<file path="src/include/rbs_pkg.sv">
/*
  Package for the reset and brown-out sequencer: register offsets, field
  positions, reset values, brown-out modes, timing constants and carriers.
  Assumes a single 100 MHz system clock and a byte-addressed Avalon-MM bus.
*/
package rbs_pkg;

  // ----------------------------------------------------------------------
  // Timing constants.
  // ----------------------------------------------------------------------
  localparam int CLK_HZ = 100_000_000; // System clock rate.
  localparam int POWER_UP_DELAY_TIMER_MS = 64; // Nominal power-up delay in milliseconds.
  // Power-up delay in clock cycles, a plain product; CLK_HZ / 1000 truncates, no rounding up.
  localparam int POWER_UP_DELAY_TIMER_CYC = (POWER_UP_DELAY_TIMER_MS * (CLK_HZ / 1000) + 0);
  localparam int FILTER_NS = 1000; // Brown-out dip filter time in ns.
  localparam int FILTER_CYC = (FILTER_NS + 9) / 10; // Rounded up at 10 ns.
  localparam int EXTERNAL_RESET_PIN_FLT_CYC = 4; // Pin noise filter length in cycles.
  localparam int RST_SYNC_LEN = 2; // Reset release synchroniser depth.

  // ----------------------------------------------------------------------
  // Register map (byte addresses, one 32-bit word each).
  // ----------------------------------------------------------------------
  localparam logic [3:0] OFF_BROWNOUT_CONTROL = 4'h0; // Soft enable, ready.
  localparam logic [3:0] OFF_SEQ_STATUS = 4'h4; // Sequencer state view.
  localparam int BIT_SOFT_EN = 7; // Soft enable field position.
  localparam int BIT_READY = 0; // Ready status field position.
  localparam logic BROWNOUT_SOFT_EN_RST = 1'b1; // Soft enable reset value.

  // ----------------------------------------------------------------------
  // Brown-out mode encodings.
  // ----------------------------------------------------------------------
  localparam logic [1:0] BOR_MODE_ON = 2'h3; // Always on.
  localparam logic [1:0] BOR_MODE_NOSLEEP = 2'h2; // Off while sleeping.
  localparam logic [1:0] BOR_MODE_SOFT = 2'h1; // Software controlled.
  localparam logic [1:0] BOR_MODE_OFF = 2'h0; // Always off.

  // Sequencer states.
  typedef enum logic [1:0] {
    RBS_ST_HOLD,
    RBS_ST_POWER_UP_DELAY_TIMER,
    RBS_ST_WAIT,
    RBS_ST_RUN
  } rbs_state_type;

  // Static configuration bits, gathered into one carrier.
  typedef struct packed {
    logic [1:0] brownout_mode_select;
    logic power_up_timer_enable_n;
    logic ext_reset_pin_enable;
    logic low_voltage_program_enable;
    logic osc_start_needed;
  } rbs_cfg_type;

  // Soft reset sources from the core.
  typedef struct packed {
    logic watchdog_timeout;
    logic reset_instr;
    logic stack_overflow;
    logic stack_underflow;
    logic prog_mode_exit;
  } rbs_src_type;

endpackage : rbs_pkg

</file>
<file path="src/hw/rbs_sequencer.sv">
/*
  Reset and brown-out sequencer: combines all reset sources, times the
  power-up delay, filters brown-out dips and exposes the brown-out control
  register over Avalon-MM. Assumes the analogue monitors and the pin are
  already synchronous to sys_clk.
*/
// Decided for this implementation: register access over Avalon-MM and the register offsets.
`timescale 1ns/1ns
module rbs_sequencer #(
  parameter int POWER_UP_DELAY_TIMER_CYCLES = rbs_pkg::POWER_UP_DELAY_TIMER_CYC // Shorten in simulation.
) (
  input wire logic sys_clk,
  input wire logic rst_b,
  input wire rbs_pkg::rbs_cfg_type cfg,
  input wire rbs_pkg::rbs_src_type src,
  input wire logic supply_ok,
  input wire logic above_brownout_threshold,
  input wire logic brownout_circuit_ready,
  input wire logic external_reset_pin,
  input wire logic osc_start_done,
  input wire logic sleep_mode,
  input wire logic wake_request,
  input wire logic [3:0] avs_address,
  input wire logic avs_read,
  input wire logic avs_write,
  input wire logic [31:0] avs_writedata,
  output logic [31:0] avs_readdata,
  output logic avs_waitrequest,
  output logic brownout_enable,
  output logic brownout_reset,
  output logic wake_allowed,
  output logic gpio_pin_value,
  output logic core_reset_b
);
  import rbs_pkg::*;

  // ----------------------------------------------------------------------
  // Brown-out enable decode and dip filter.
  // ----------------------------------------------------------------------
  logic soft_en_r, soft_en_nxt; // Software brown-out enable.
  logic [15:0] dip_cnt_r, dip_cnt_nxt; // Length of current supply dip.
  logic bor_r, bor_nxt; // Filtered brown-out reset condition.
  logic bor_en_r, bor_en_nxt; // Detector powered.
  logic wake_r, wake_nxt; // Wake may proceed.
  logic bor_active; // Detector enabled and ready, so it protects.
  // Decode the mode into a detector enable; soft bit matters only in
  // software mode, so writes in other modes are stored but inert.
  always_comb begin
    case (cfg.brownout_mode_select)
      BOR_MODE_ON: bor_en_nxt = 1'b1;
      BOR_MODE_NOSLEEP: bor_en_nxt = !sleep_mode;
      BOR_MODE_SOFT: bor_en_nxt = soft_en_r;
      default: bor_en_nxt = 1'b0;
    endcase
  end
  // Protection takes effect only once the circuit reports ready.
  assign bor_active = bor_en_r && brownout_circuit_ready;
  // Count consecutive low cycles; short dips reset the count harmlessly.
  always_comb begin
    dip_cnt_nxt = 16'h0000;
    bor_nxt = 1'b0;
    if (bor_active && !above_brownout_threshold) begin
      dip_cnt_nxt = dip_cnt_r;
      if (dip_cnt_r < 16'(FILTER_CYC)) begin
        dip_cnt_nxt = dip_cnt_r + 16'h0001;
      end
      bor_nxt = (dip_cnt_r >= 16'(FILTER_CYC));
    end
  end
  // Wake gating: only off-in-sleep mode waits for the detector.
  always_comb begin
    if (cfg.brownout_mode_select == BOR_MODE_NOSLEEP) begin
      wake_nxt = wake_request && brownout_circuit_ready;
    end else begin
      wake_nxt = wake_request;
    end
  end
  // Registers of the brown-out path.
  always_ff @(posedge sys_clk or negedge rst_b) begin
    if (!rst_b) begin
      dip_cnt_r <= 16'h0000;
      bor_r <= 1'b0;
      bor_en_r <= 1'b0;
      wake_r <= 1'b0;
    end else begin
      dip_cnt_r <= dip_cnt_nxt;
      bor_r <= bor_nxt;
      bor_en_r <= bor_en_nxt;
      wake_r <= wake_nxt;
    end
  end

  // ----------------------------------------------------------------------
  // External pin filter and enable.
  // ----------------------------------------------------------------------
  logic pin_en; // Pin acts as reset.
  logic [2:0] pin_cnt_r, pin_cnt_nxt; // Low-level persistence counter.
  logic pin_rst_r, pin_rst_nxt; // Filtered pin reset request.
  logic gpio_r, gpio_nxt; // Pin value as general input.
  assign pin_en = cfg.ext_reset_pin_enable
                  || cfg.low_voltage_program_enable;
  // A short low glitch is ignored; the pin must stay low a few cycles.
  always_comb begin
    pin_cnt_nxt = 3'h0;
    pin_rst_nxt = 1'b0;
    gpio_nxt = pin_en ? 1'b0 : external_reset_pin;
    if (pin_en && !external_reset_pin) begin
      pin_cnt_nxt = pin_cnt_r;
      if (pin_cnt_r < 3'(EXTERNAL_RESET_PIN_FLT_CYC)) begin
        pin_cnt_nxt = pin_cnt_r + 3'h1;
      end
      pin_rst_nxt = (pin_cnt_r >= 3'(EXTERNAL_RESET_PIN_FLT_CYC - 1));
    end
  end
  // Registers of the pin path.
  always_ff @(posedge sys_clk or negedge rst_b) begin
    if (!rst_b) begin
      pin_cnt_r <= 3'h0;
      pin_rst_r <= 1'b0;
      gpio_r <= 1'b0;
    end else begin
      pin_cnt_r <= pin_cnt_nxt;
      pin_rst_r <= pin_rst_nxt;
      gpio_r <= gpio_nxt;
    end
  end

  // ----------------------------------------------------------------------
  // Start-up sequencer.
  // ----------------------------------------------------------------------
  rbs_state_type state_r, state_nxt; // Sequencer state.
  logic [23:0] power_up_delay_timer_cnt_r, power_up_delay_timer_cnt_nxt; // Power-up delay countdown.
  logic hold_r, hold_nxt; // Internal reset request, active high.
  logic power_event; // Power-on or brown-out condition present.
  logic start_ok; // Mode allows start-up now.
  logic soft_event; // Core-side reset source.
  assign power_event = !supply_ok || bor_r;
  assign soft_event = src.watchdog_timeout || src.reset_instr
                      || src.stack_overflow || src.stack_underflow
                      || src.prog_mode_exit;
  // In the two hardware modes start waits for a ready, good supply.
  assign start_ok = (cfg.brownout_mode_select == BOR_MODE_ON
                     || cfg.brownout_mode_select == BOR_MODE_NOSLEEP)
                    ? (brownout_circuit_ready && above_brownout_threshold)
                    : 1'b1;
  // The timer runs independently of the pin, so a held pin releases
  // straight into run once the delay has already expired.
  always_comb begin
    state_nxt = state_r;
    power_up_delay_timer_cnt_nxt = power_up_delay_timer_cnt_r;
    case (state_r)
      RBS_ST_HOLD: begin
        power_up_delay_timer_cnt_nxt = 24'(POWER_UP_DELAY_TIMER_CYCLES);
        if (!power_event) begin
          state_nxt = cfg.power_up_timer_enable_n ? RBS_ST_WAIT
                                                  : RBS_ST_POWER_UP_DELAY_TIMER;
        end
      end
      RBS_ST_POWER_UP_DELAY_TIMER: begin
        power_up_delay_timer_cnt_nxt = power_up_delay_timer_cnt_r - 24'h000001;
        if (power_up_delay_timer_cnt_r <= 24'h000001) begin
          state_nxt = RBS_ST_WAIT;
        end
      end
      RBS_ST_WAIT: begin
        if ((osc_start_done || !cfg.osc_start_needed)
            && !pin_rst_r && start_ok) begin
          state_nxt = RBS_ST_RUN;
        end
      end
      default: begin
        state_nxt = RBS_ST_RUN;
      end
    endcase
    if (power_event) begin
      state_nxt = RBS_ST_HOLD;
    end
    hold_nxt = (state_nxt != RBS_ST_RUN) || soft_event
               || pin_rst_r;
  end
  // Sequencer registers.
  always_ff @(posedge sys_clk or negedge rst_b) begin
    if (!rst_b) begin
      state_r <= RBS_ST_HOLD;
      power_up_delay_timer_cnt_r <= 24'h000000;
      hold_r <= 1'b1;
    end else begin
      state_r <= state_nxt;
      power_up_delay_timer_cnt_r <= power_up_delay_timer_cnt_nxt;
      hold_r <= hold_nxt;
    end
  end

  // ----------------------------------------------------------------------
  // Reset output synchroniser.
  // ----------------------------------------------------------------------
  logic [RST_SYNC_LEN-1:0] rsync_r, rsync_nxt; // Release shift chain.
  // A held request clears the whole chain on the next edge; release walks the chain.
  always_comb begin
    rsync_nxt = {rsync_r[RST_SYNC_LEN-2:0], 1'b1};
    if (hold_r) begin
      rsync_nxt = '0;
    end
  end
  always_ff @(posedge sys_clk or negedge rst_b) begin
    if (!rst_b) begin
      rsync_r <= '0;
    end else begin
      rsync_r <= rsync_nxt;
    end
  end

  // ----------------------------------------------------------------------
  // Avalon-MM register slave.
  // ----------------------------------------------------------------------
  logic [31:0] rdata_r, rdata_nxt; // Read data register.
  logic wait_r, wait_nxt; // Waitrequest: low for one cycle per access.

  // Soft enable returns to one on rst_b, power-on or brown-out only.
  always_comb begin
    soft_en_nxt = soft_en_r;
    if (!wait_r && avs_write && avs_address == OFF_BROWNOUT_CONTROL) begin
      soft_en_nxt = avs_writedata[BIT_SOFT_EN];
    end
    if (power_event) begin
      soft_en_nxt = BROWNOUT_SOFT_EN_RST;
    end
  end

  // One wait cycle then a single answer cycle; unmapped reads give zero.
  always_comb begin
    wait_nxt = 1'b1;
    rdata_nxt = rdata_r;
    if (wait_r && (avs_read || avs_write)) begin
      wait_nxt = 1'b0;
      rdata_nxt = 32'h0000_0000;
      if (avs_read && avs_address == OFF_BROWNOUT_CONTROL) begin
        rdata_nxt[BIT_SOFT_EN] = soft_en_r;
        rdata_nxt[BIT_READY] = bor_active;
      end else if (avs_read && avs_address == OFF_SEQ_STATUS) begin
        rdata_nxt[1:0] = state_r;
        rdata_nxt[2] = bor_r;
        rdata_nxt[3] = pin_en;
      end
    end
  end

  always_ff @(posedge sys_clk or negedge rst_b) begin
    if (!rst_b) begin
      soft_en_r <= BROWNOUT_SOFT_EN_RST;
      wait_r <= 1'b1;
      rdata_r <= 32'h0000_0000;
    end else begin
      soft_en_r <= soft_en_nxt;
      wait_r <= wait_nxt;
      rdata_r <= rdata_nxt;
    end
  end

  assign avs_readdata = rdata_r;
  assign avs_waitrequest = wait_r;
  assign brownout_enable = bor_en_r;
  assign brownout_reset = bor_r;
  assign wake_allowed = wake_r;
  assign gpio_pin_value = gpio_r;
  assign core_reset_b = rsync_r[RST_SYNC_LEN-1];

  // ----------------------------------------------------------------------
  // Assertions.
  // ----------------------------------------------------------------------
  power_hold_a: assert property (@(posedge sys_clk) disable iff (!rst_b)
    !supply_ok |=> ##[1:2] !core_reset_b)
    else $error("Reset not held while supply low.");
  power_up_delay_timer_start_a: assert property (@(posedge sys_clk) disable iff (!rst_b)
    state_r == RBS_ST_HOLD && !power_event && !cfg.power_up_timer_enable_n
    |=> state_r == RBS_ST_POWER_UP_DELAY_TIMER)
    else $error("Power-up delay did not start.");
  power_up_delay_timer_skip_a: assert property (@(posedge sys_clk) disable iff (!rst_b)
    state_r == RBS_ST_HOLD && !power_event && cfg.power_up_timer_enable_n
    |=> state_r == RBS_ST_WAIT)
    else $error("Disabled power-up delay was used.");
  power_up_delay_timer_count_a: assert property (@(posedge sys_clk) disable iff (!rst_b)
    state_r == RBS_ST_POWER_UP_DELAY_TIMER && !power_event && power_up_delay_timer_cnt_r > 24'h000001
    |=> state_r == RBS_ST_POWER_UP_DELAY_TIMER
        && power_up_delay_timer_cnt_r == $past(power_up_delay_timer_cnt_r) - 24'h000001)
    else $error("Power-up delay countdown broken.");
  dip_filter_a: assert property (@(posedge sys_clk) disable iff (!rst_b)
    $rose(bor_r) |-> $past(dip_cnt_r) >= 16'(FILTER_CYC))
    else $error("Brown-out taken on a short dip.");
  soft_mode_a: assert property (@(posedge sys_clk) disable iff (!rst_b)
    cfg.brownout_mode_select == BOR_MODE_SOFT && $stable(cfg)
    |=> brownout_enable == $past(soft_en_r))
    else $error("Soft mode enable not followed.");
  sleep_off_a: assert property (@(posedge sys_clk) disable iff (!rst_b)
    cfg.brownout_mode_select == BOR_MODE_NOSLEEP && sleep_mode
    |=> !brownout_enable)
    else $error("Detector on during sleep.");
  wake_wait_a: assert property (@(posedge sys_clk) disable iff (!rst_b)
    cfg.brownout_mode_select == BOR_MODE_NOSLEEP && !brownout_circuit_ready
    |=> !wake_allowed)
    else $error("Wake passed before ready.");
  pin_off_a: assert property (@(posedge sys_clk) disable iff (!rst_b)
    !cfg.ext_reset_pin_enable && !cfg.low_voltage_program_enable
    |=> !pin_rst_r)
    else $error("Disabled pin caused reset.");
  run_gate_a: assert property (@(posedge sys_clk) disable iff (!rst_b)
    $rose(state_r == RBS_ST_RUN)
    |-> $past(osc_start_done || !cfg.osc_start_needed)
    && !$past(pin_rst_r))
    else $error("Run entered before release conditions.");
  soft_src_a: assert property (@(posedge sys_clk) disable iff (!rst_b)
    src.watchdog_timeout |-> ##2 !core_reset_b)
    else $error("Watchdog did not reset the core.");

endmodule : rbs_sequencer

</file>
<file path="config.mk">
export PLATFORM = sky130hd
export DESIGN_NAME = rbs_sequencer
export DESIGN_NICKNAME = d
export VERILOG_FILES = /design/src/include/rbs_pkg.sv /design/src/hw/rbs_sequencer.sv
export SDC_FILE = /design/constraint.sdc
export NUM_CORES = 1
export LEC_CHECK = 0
export BUFFER_PORTS_ARGS = -buffer_cell sky130_fd_sc_hd__buf_2
export CORE_ASPECT_RATIO = 1.5
export CORE_MARGIN = 2
export CORE_UTILIZATION = 44
export DETAILED_ROUTE_END_ITERATION = 10
export PLACE_DENSITY = 0.73
export SLEW_MARGIN = 20
export SYNTH_ARGS = -nofsm -noshare
export SYNTH_HDL_FRONTEND = slang
export SYNTH_SLANG_ARGS = --single-unit
</file>
<file path="constraint.sdc">
create_clock -name sys_clk -period 2 [get_ports sys_clk]
set_input_delay 0.2 -clock sys_clk [delete_from_list [all_inputs] [get_ports sys_clk]]
set_output_delay 0.2 -clock sys_clk [all_outputs]
set_load 0.1 [all_outputs]
</file>
# Word level (Yosys, flattened, before mapping)
# Cells that the tools add are included.
# word_totals
register_bits	60
in_bits	58
out_inout_bits	38
wordCells	89
# classes
add_sub_neg	3
n_reduce_logical	34
eq_ne	9
n_lt_le_gt_ge	5
muxes	24
# op_table
cell	n
24-bit case mux with 2 select lines	1
16-bit two-way mux	2
24-bit by 1-bit less-or-equal comparator with 1-bit output (second input constant)	1
24-bit by 1-bit subtractor with 24-bit output (second input constant)	1
16-bit by 1-bit adder with 16-bit output (second input constant)	1
16-bit by 7-bit >= comparator with 1-bit output (second input constant)	1
16-bit by 7-bit less-than comparator with 1-bit output (second input constant)	1
1-bit logical AND	12
1-bit logical OR	11
1-bit two-way mux	10
2-bit two-way mux	5
3-bit two-way mux	3
1-bit zero test	7
2-bit equality test (second input constant)	3
2-bit case mux with 3 select lines	1
2-bit by 1-bit equality test with 1-bit output (second input constant)	2
4-bit by 3-bit equality test with 1-bit output (second input constant)	1
4-bit zero test	1
4-bit two-way mux	1
2-bit by 1-bit != test with 1-bit output (second input constant)	2
2-bit nonzero test	2
3-bit by 1-bit adder with 3-bit output (second input constant)	1
3-bit by 2-bit >= comparator with 1-bit output (second input constant)	1
3-bit less-than comparator (second input constant)	1
other kinds (3)	3

# Depth between registers and ports, before layout
# Gate-level depths: netlist of run 1.
# logic_depth
depth_word	10
ltp_mapped	6

# Worst setup path before layout of run 1
# No wires, ideal clock.
# synth_path
path_type	register to register
from	register power_up_delay_timer_cnt_r[10]
to	register power_up_delay_timer_cnt_r[15]
path_buffers	0
setup_ps	69
t_required_ps	1931
arrival_ps	1824
path_slack_ps	108
stages_incl_launch_ff	5
path_cell_list	dfrtp_1 -> or4_4 -> or3_4 -> or4_1 -> nand3_1
# synth_via
elab_chain_cells	2
# synth_rtl
element	line	rtl
from (decl)	rbs_sequencer.sv:132	logic [23:0] power_up_delay_timer_cnt_r, power_up_delay_timer_cnt_nxt;
from (signal assigned)	rbs_sequencer.sv:189	power_up_delay_timer_cnt_r <= power_up_delay_timer_cnt_nxt;
24-bit by 1-bit subtractor with 24-bit output	rbs_sequencer.sv:160	power_up_delay_timer_cnt_nxt = power_up_delay_timer_cnt_r - 24'h000001;
24-bit case mux with 2 select lines	rbs_sequencer.sv:151	case (state_r)
# Every way passes these cells.
# A chain may end at the register's enable or synchronous reset.

# Worst setup path in the final report of run 1
# layout_path
from	register power_up_delay_timer_cnt_r[11]
to	register power_up_delay_timer_cnt_r[15]
# Same word-level chain as after synthesis.

==> metrics, run 1 <==
run status=completed; P_leak=0.00165 uW; # port buffers=37; total negative slack=0 ns; WHS=0.0453 ns; Max Clk Rate=just over 0.5 GHz; global-route wire length before repair=around 9800 um; max_cap viols=0; die area=between 7000 and 8000 um^2; CORE AREA=about 6800 um^2; VDD IR max=0.713 mV; Period minus WS final=1.97 ns; starting density of the core=0.447; Worst Setup End Kind=flop; share of cells above drive strength 1=0.245; H-tree Lvls=3; total power=approximately 3800 uW; Critical R2R Capture=power_up_delay_timer_cnt_r[15]$_DFFE_PN0P_; Max clock buf depth=2; most common cell in the netlist=dfrtp_1; DRT Pass-1 Iters=4; Post-synth top flop=dfrtp_1; Yosys warning total=0; Setup Viol. Count Final=0; # rows=37; post-route cell area=3580 um^2; power density over cell area=between 1000 and 1500 nW/um^2; post-synth top area share=0.472; via count=2344; Post-Syn Area=approximately 3000 um^2; Num CTS Buffers=9; Placer Congestion=about 0.77; Antenna Nets Post-Route=0; number of global-route vias before repair=between 2000 and 2500; peak fanout along the critical path=6; FF-to-FF path depth=4; CP startpoint kind=flop; Fillers=approximately 620; Post-Route WL=~5900 um; Synth area leaders=dfrtp_1 47%, buf_4 6.7%, o21ai_0 3.8%, nor2_1 2.7%, and2_1 2.7%; synthesis-to-layout area growth=18.5%; die height=between 100 and 150 um; number of enable flip-flop cells after synthesis=0; Ports=96; Cell Area, Placed=approximately 3300 um^2; RSZ-0062 raised after global routing=yes; asr flop ratio synth=1.00; PnR worst setup slack=0.0347 ns; Avg Cell Area, Syn=roughly 10 um^2; Worst Setup EP=power_up_delay_timer_cnt_r[15]$_DFFE_PN0P_; WS Path Type=flop to flop; routed vias/inst=approximately 5.3; CTS tree=yes; register bit total from synthesis=60; pre-CTS WS=around 0.039 ns; die width=71.7 um; library cells used by synthesis=49; largest net degree at the start of global routing=28; Diodes inserted=0; clk sink count=60; skew final=between 0.01 and 0.015 ns; sequential share of the synthesized area=0.498; initial antenna violation count=0; slew margin rel.=0.602; CTS Root Buffer Type=clkbuf_8; Worst Max-Slew Pin Slew=about 0.59 ns; drt wl/cell=about 13 um; overflow left after global routing=0; Worst EP required=between 2 and 2.5 ns; Syn Inst Count=between 300 and 400; DRC Markers=0; Worst Path Arrival=2.25 ns; clk_lat worst skew=0.34 ns; worst hold path type=input port to flop; Total Nets Final=427; Starting DRT DRC Count=82; total track usage=0.164; detailed-placement wirelength estimate=between 4000 and 5000 um; final worst-path cycle share=0.983; Synth top cells by count=57 x dfrtp_1, 27 x buf_4, 23 x o21ai_0, 22 x nor2_1, 20 x nand2_1; Reg clk slew, reported paths=roughly 0.07 ns; fin. max-slew vios=0; Final Hold Vio Count=0; Setup crit start=power_up_delay_timer_cnt_r[11]$_DFFE_PN0P_; worst r2r src=power_up_delay_timer_cnt_r[11]$_DFFE_PN0P_; largest area contributor in the netlist=dfrtp_1; R2R setup slack=about 0.035 ns
[layout make-up]
class | instances | area, um^2 | area share
sequential | 60 | 1510 | 0.421
inverter | 11 | 41.3 | 0.0115
clock inverter | 5 | 83.8 | 0.0234
clock buffer | 11 | 141 | 0.0395
tap | 78 | 97.6 | 0.0273
multi-input combinational | 225 | 1360 | 0.381
timing repair buffer | 56 | 347 | 0.0969
[placed cells by master, fill, tap and decap left out, types with 6 or more instances in the layout]
cell type / count
and2_1: 13
nor2_1: 22
a21oi_1: 10
ha_1: 6
nand2_1: 20
nand4_1: 7
conb_1: 27
o21ai_0: 23
or3_1: 9
dfrtp_1: 57
or4_1: 6
inv_1: 11
o31ai_1: 6
nand3_1: 11
buf_4: 16
clkbuf_8: 10
buf_2: 37
[how the worst min path moves through the flow]
stage	from	end	cells after the start
after floorplan	rst_b	avs_readdata[0]$_DFFE_PN0P_	0
after global placement	rst_b	dip_cnt_r[7]$_DFFE_PN0P_	1
after detailed placement	rst_b	dip_cnt_r[7]$_DFFE_PN0P_	1
after CTS	sleep_mode	brownout_enable$_DFF_PN0_	2
after global routing	sleep_mode	brownout_enable$_DFF_PN0_	2
final	sleep_mode	brownout_enable$_DFF_PN0_	2
[worst max-delay path: stages, from the launching register on]
cell     delay [ns]
dfrtp_1        0.41
or4_4          0.55
or3_4          0.43
or4_4          0.43
nand3_2        0.08
[registers in the layout (all words and copies together) (netlist names)]
register                    cells
gpio_pin_value                  1
rsync_r                         2
dip_cnt_r                      16
pin_rst_r                       1
pin_cnt_r                       3
avs_waitrequest                 1
state_r                         2
hold_r                          1
wake_allowed                    1
soft_en_r                       1
brownout_enable                 1
power_up_delay_timer_cnt_r     24
avs_readdata                    5
brownout_reset                  1
[cells by family after synthesis]
group / Yosys count / synth area share
AOI/OAI and AO/OA: 55 / 0.114
xor gates and xnor gates: 8 / 0.0232
adders and majority gates: 6 / 0.0249
buffers and inverters: 45 / 0.0924
DFF: 60 / 0.498
muxes: 3 / 0.00994
other: 1 / 0.00124
and+or+nand+nor: 126 / 0.237
[where the power goes]
part	switching, uW	total (uW)	internal [uW]
clock	490	1230	740
combinational	749	1140	390
sequential	137	1460	1330
total	1380	3830	2460
[through the flow]
step,instances,utilization
finish,446,0.529
detailed placement,426,0.486
CTS,443,0.522
global route,446,0.529
floorplan,330,-
global placement,426,0.486
[per-layer routing]
layer | routed length (um) | track usage
met5 | 0 | 0
met4 | 117 | 0.0768
met3 | 210 | 0.0306
met2 | 3120 | 0.288
met1 | 2430 | 0.190
[timing repair]
item,4_1_cts,5_1_grt
pin swaps,0,3
setup endpoints to repair,3,5
buffers inserted,0,3
hold endpoints to repair,15,0
resized for setup,1,5
hold buffers,1,0
Note: power is estimated with default switching activity, not from simulation.
==> run 2: changes to the inputs <==
--- a/config.mk
+++ b/config.mk
@@ -6,7 +6,6 @@
 export NUM_CORES = 1
 export LEC_CHECK = 0
 export BUFFER_PORTS_ARGS = -buffer_cell sky130_fd_sc_hd__buf_2
-export CORE_ASPECT_RATIO = 1.5
 export CORE_MARGIN = 2
 export CORE_UTILIZATION = 44
 export DETAILED_ROUTE_END_ITERATION = 10
==> metrics, run 2 (synthesis gave the netlist of run 1 again) <==
run status=completed; VDD IR max=0.447 mV (-37%); WHS=0.0458 ns (+0.000519 ns); die height=86.9 um (-18%); Worst EP required=2.28 ns (about the same); CTS Root Buffer Type=clkbuf_8; peak fanout along the critical path=6 (unchanged); Total Nets Final=427 (unchanged); die area=7540 um^2 (-0.19%); H-tree Lvls=3 (unchanged); Antenna Nets Post-Route=0 (unchanged); Post-Route WL=5690 um (-3.2%); final worst-path cycle share=0.979 (-0.00382); commonest non-fill, non-tap cells in the layout=57 x dfrtp_1, 37 x buf_2, 27 x conb_1; Diodes inserted=0 (unchanged); Placer Congestion=0.791 (+3.1%); Period minus WS final=1.96 ns (-0.00765 ns); cell mode on critical path=or4_4; clk_lat worst skew=0.34 ns (about the same); Worst Max-Slew Pin Slew=0.663 ns (+0.0698 ns); Num CTS Buffers=9 (unchanged); synthesis-to-layout area growth=18.4% (about the same); share of cells above drive strength 1=0.245 (+0.000666); starting density of the core=0.450 (+0.00266); # rows=30 (-19%); initial antenna violation count=0 (unchanged); Starting DRT DRC Count=116 (+41%); Final Hold Vio Count=0 (unchanged); # port buffers=37 (unchanged); Ports=96 (unchanged); CP startpoint kind=flop; Setup Viol. Count Final=0 (unchanged); CORE AREA=6720 um^2 (-0.59%); Reg clk slew, reported paths=0.07 ns (about the same); Worst Path Arrival=2.23 ns (-0.02 ns); power density over cell area=1070 nW/um^2 (about the same); total negative slack=0 ns (unchanged); most common cell after layout, fill and taps aside=dfrtp_1; fin. max-slew vios=0 (unchanged); DP Cell Count=429 (+0.70%); largest stage delay on the critical path=0.56 ns (about the same); WS Path Type=flop to flop; max_cap viols=0 (unchanged); worst hold path type=input port to flop; CP max stage cell=or4_4; global-route wire length before repair=9670 um (-1.1%); detailed-placement wirelength estimate=4060 um (-4.1%); number of global-route vias before repair=2205 (-0.54%); die width=86.9 um (+21%); Reg with most FFs=power_up_delay_timer_cnt_r; drt wl/cell=12.7 um (-3.4%); PnR worst setup slack=0.0423 ns (+0.00765 ns); slew margin rel.=0.556 (-0.0455); Top delay family on crit path=simple AND/OR/NAND/NOR gates; routed vias/inst=5.12 (-2.6%); Max clock buf depth=2 (unchanged); pre-CTS WS=0.0550 ns (+0.0159 ns); overflow left after global routing=0 (unchanged); CTS tree=yes; worst path bufs/invs=0 (unchanged); worst-path cell chain=or4_4 -> or3_4 -> or4_4 -> nand3_2; max reg flops=24 (unchanged); Util after Layout=0.532 (+0.00278); P_leak=0.00165 uW (+0.50%); Worst Setup End Kind=flop; clk sink count=60 (unchanged); DRC Markers=0 (unchanged); Max Clk Rate=0.511 GHz (+0.39%); skew final=0.00907 ns (-0.00204 ns); DRT Pass-1 Iters=4 (unchanged); fin cells=447 (+0.22%); RSZ-0062 raised after global routing=yes; via count=2289 (-2.3%); largest net degree at the start of global routing=61 (+120%); total track usage=0.165 (+0.000340)
==> run 2: worst paths after layout <==
kind / from / endpoint / slack [ns] / cells past startpoint
worst max-delay path: power_up_delay_timer_cnt_r[11]$_DFFE_PN0P_ / power_up_delay_timer_cnt_r[15]$_DFFE_PN0P_ / 0.04 / 4
worst min-delay path: sleep_mode / brownout_enable$_DFF_PN0_ / 0.05 / 2
worst max register to register: power_up_delay_timer_cnt_r[11]$_DFFE_PN0P_ / power_up_delay_timer_cnt_r[15]$_DFFE_PN0P_ / 0.04 / 4
worst min register to register: hold_r$_DFF_PN1_ / rsync_r[0]$_DFF_PN0_ / 0.45 / 1
max in group asynchronous: rst_b / hold_r$_DFF_PN1_ / 1.29 / 3
min in group asynchronous: rst_b / power_up_delay_timer_cnt_r[6]$_DFFE_PN0P_ / 0.39 / 3
==> run 2: per-layer routing <==
layer / global-route usage / wire length (um)
met1: 0.215 / 2710
met2: 0.253 / 2580
met3: 0.0351 / 279
met4: 0.0952 / 124
met5: 0 / 0
==> run 2: what timing repair did <==
item / CTS / global route
hold buffers: 1 / 0
setup buffers: 0 / 2
setup endpoints to repair: 0 / 9
gates resized for setup: 0 / 5
hold endpoints to repair: 57 / 0
==> run 2: stage by stage <==
stage                     area (um^2)  power [uW]
after global routing             3580        4030
after global placement           3300        2560
after CTS                        3530        3820
after detailed placement         3300        2590
after floorplan                  3120        2280
final                            3580        3830
==> run 2: final cells by class <==
| class | count | area (um^2) |
|---|---|---|
| clock inverter | 4 | 72.6 |
| sequential | 60 | 1510 |
| inverter | 11 | 41.3 |
| multi-input combinational | 225 | 1360 |
| clock buffer | 11 | 151 |
| fill | 589 | 3140 |
| timing repair buffer | 56 | 343 |
| tap | 80 | 100 |
==> run 2: worst reg2reg max path: stages, from the launching register on <==
cell and delay [ns]:
dfrtp_1 0.41, or4_4 0.56, or3_4 0.44, or4_4 0.42
nand3_2 0.08
==> run 2: where the power goes <==
| group | internal (uW) | switching [uW] | leakage, uW |
|---|---|---|---|
| registers | 1330 | 118 | 0.000780 |
| logic | 403 | 758 | 0.000762 |
| clock network | 760 | 465 | 0.000111 |
| total | 2490 | 1340 | 0.00165 |
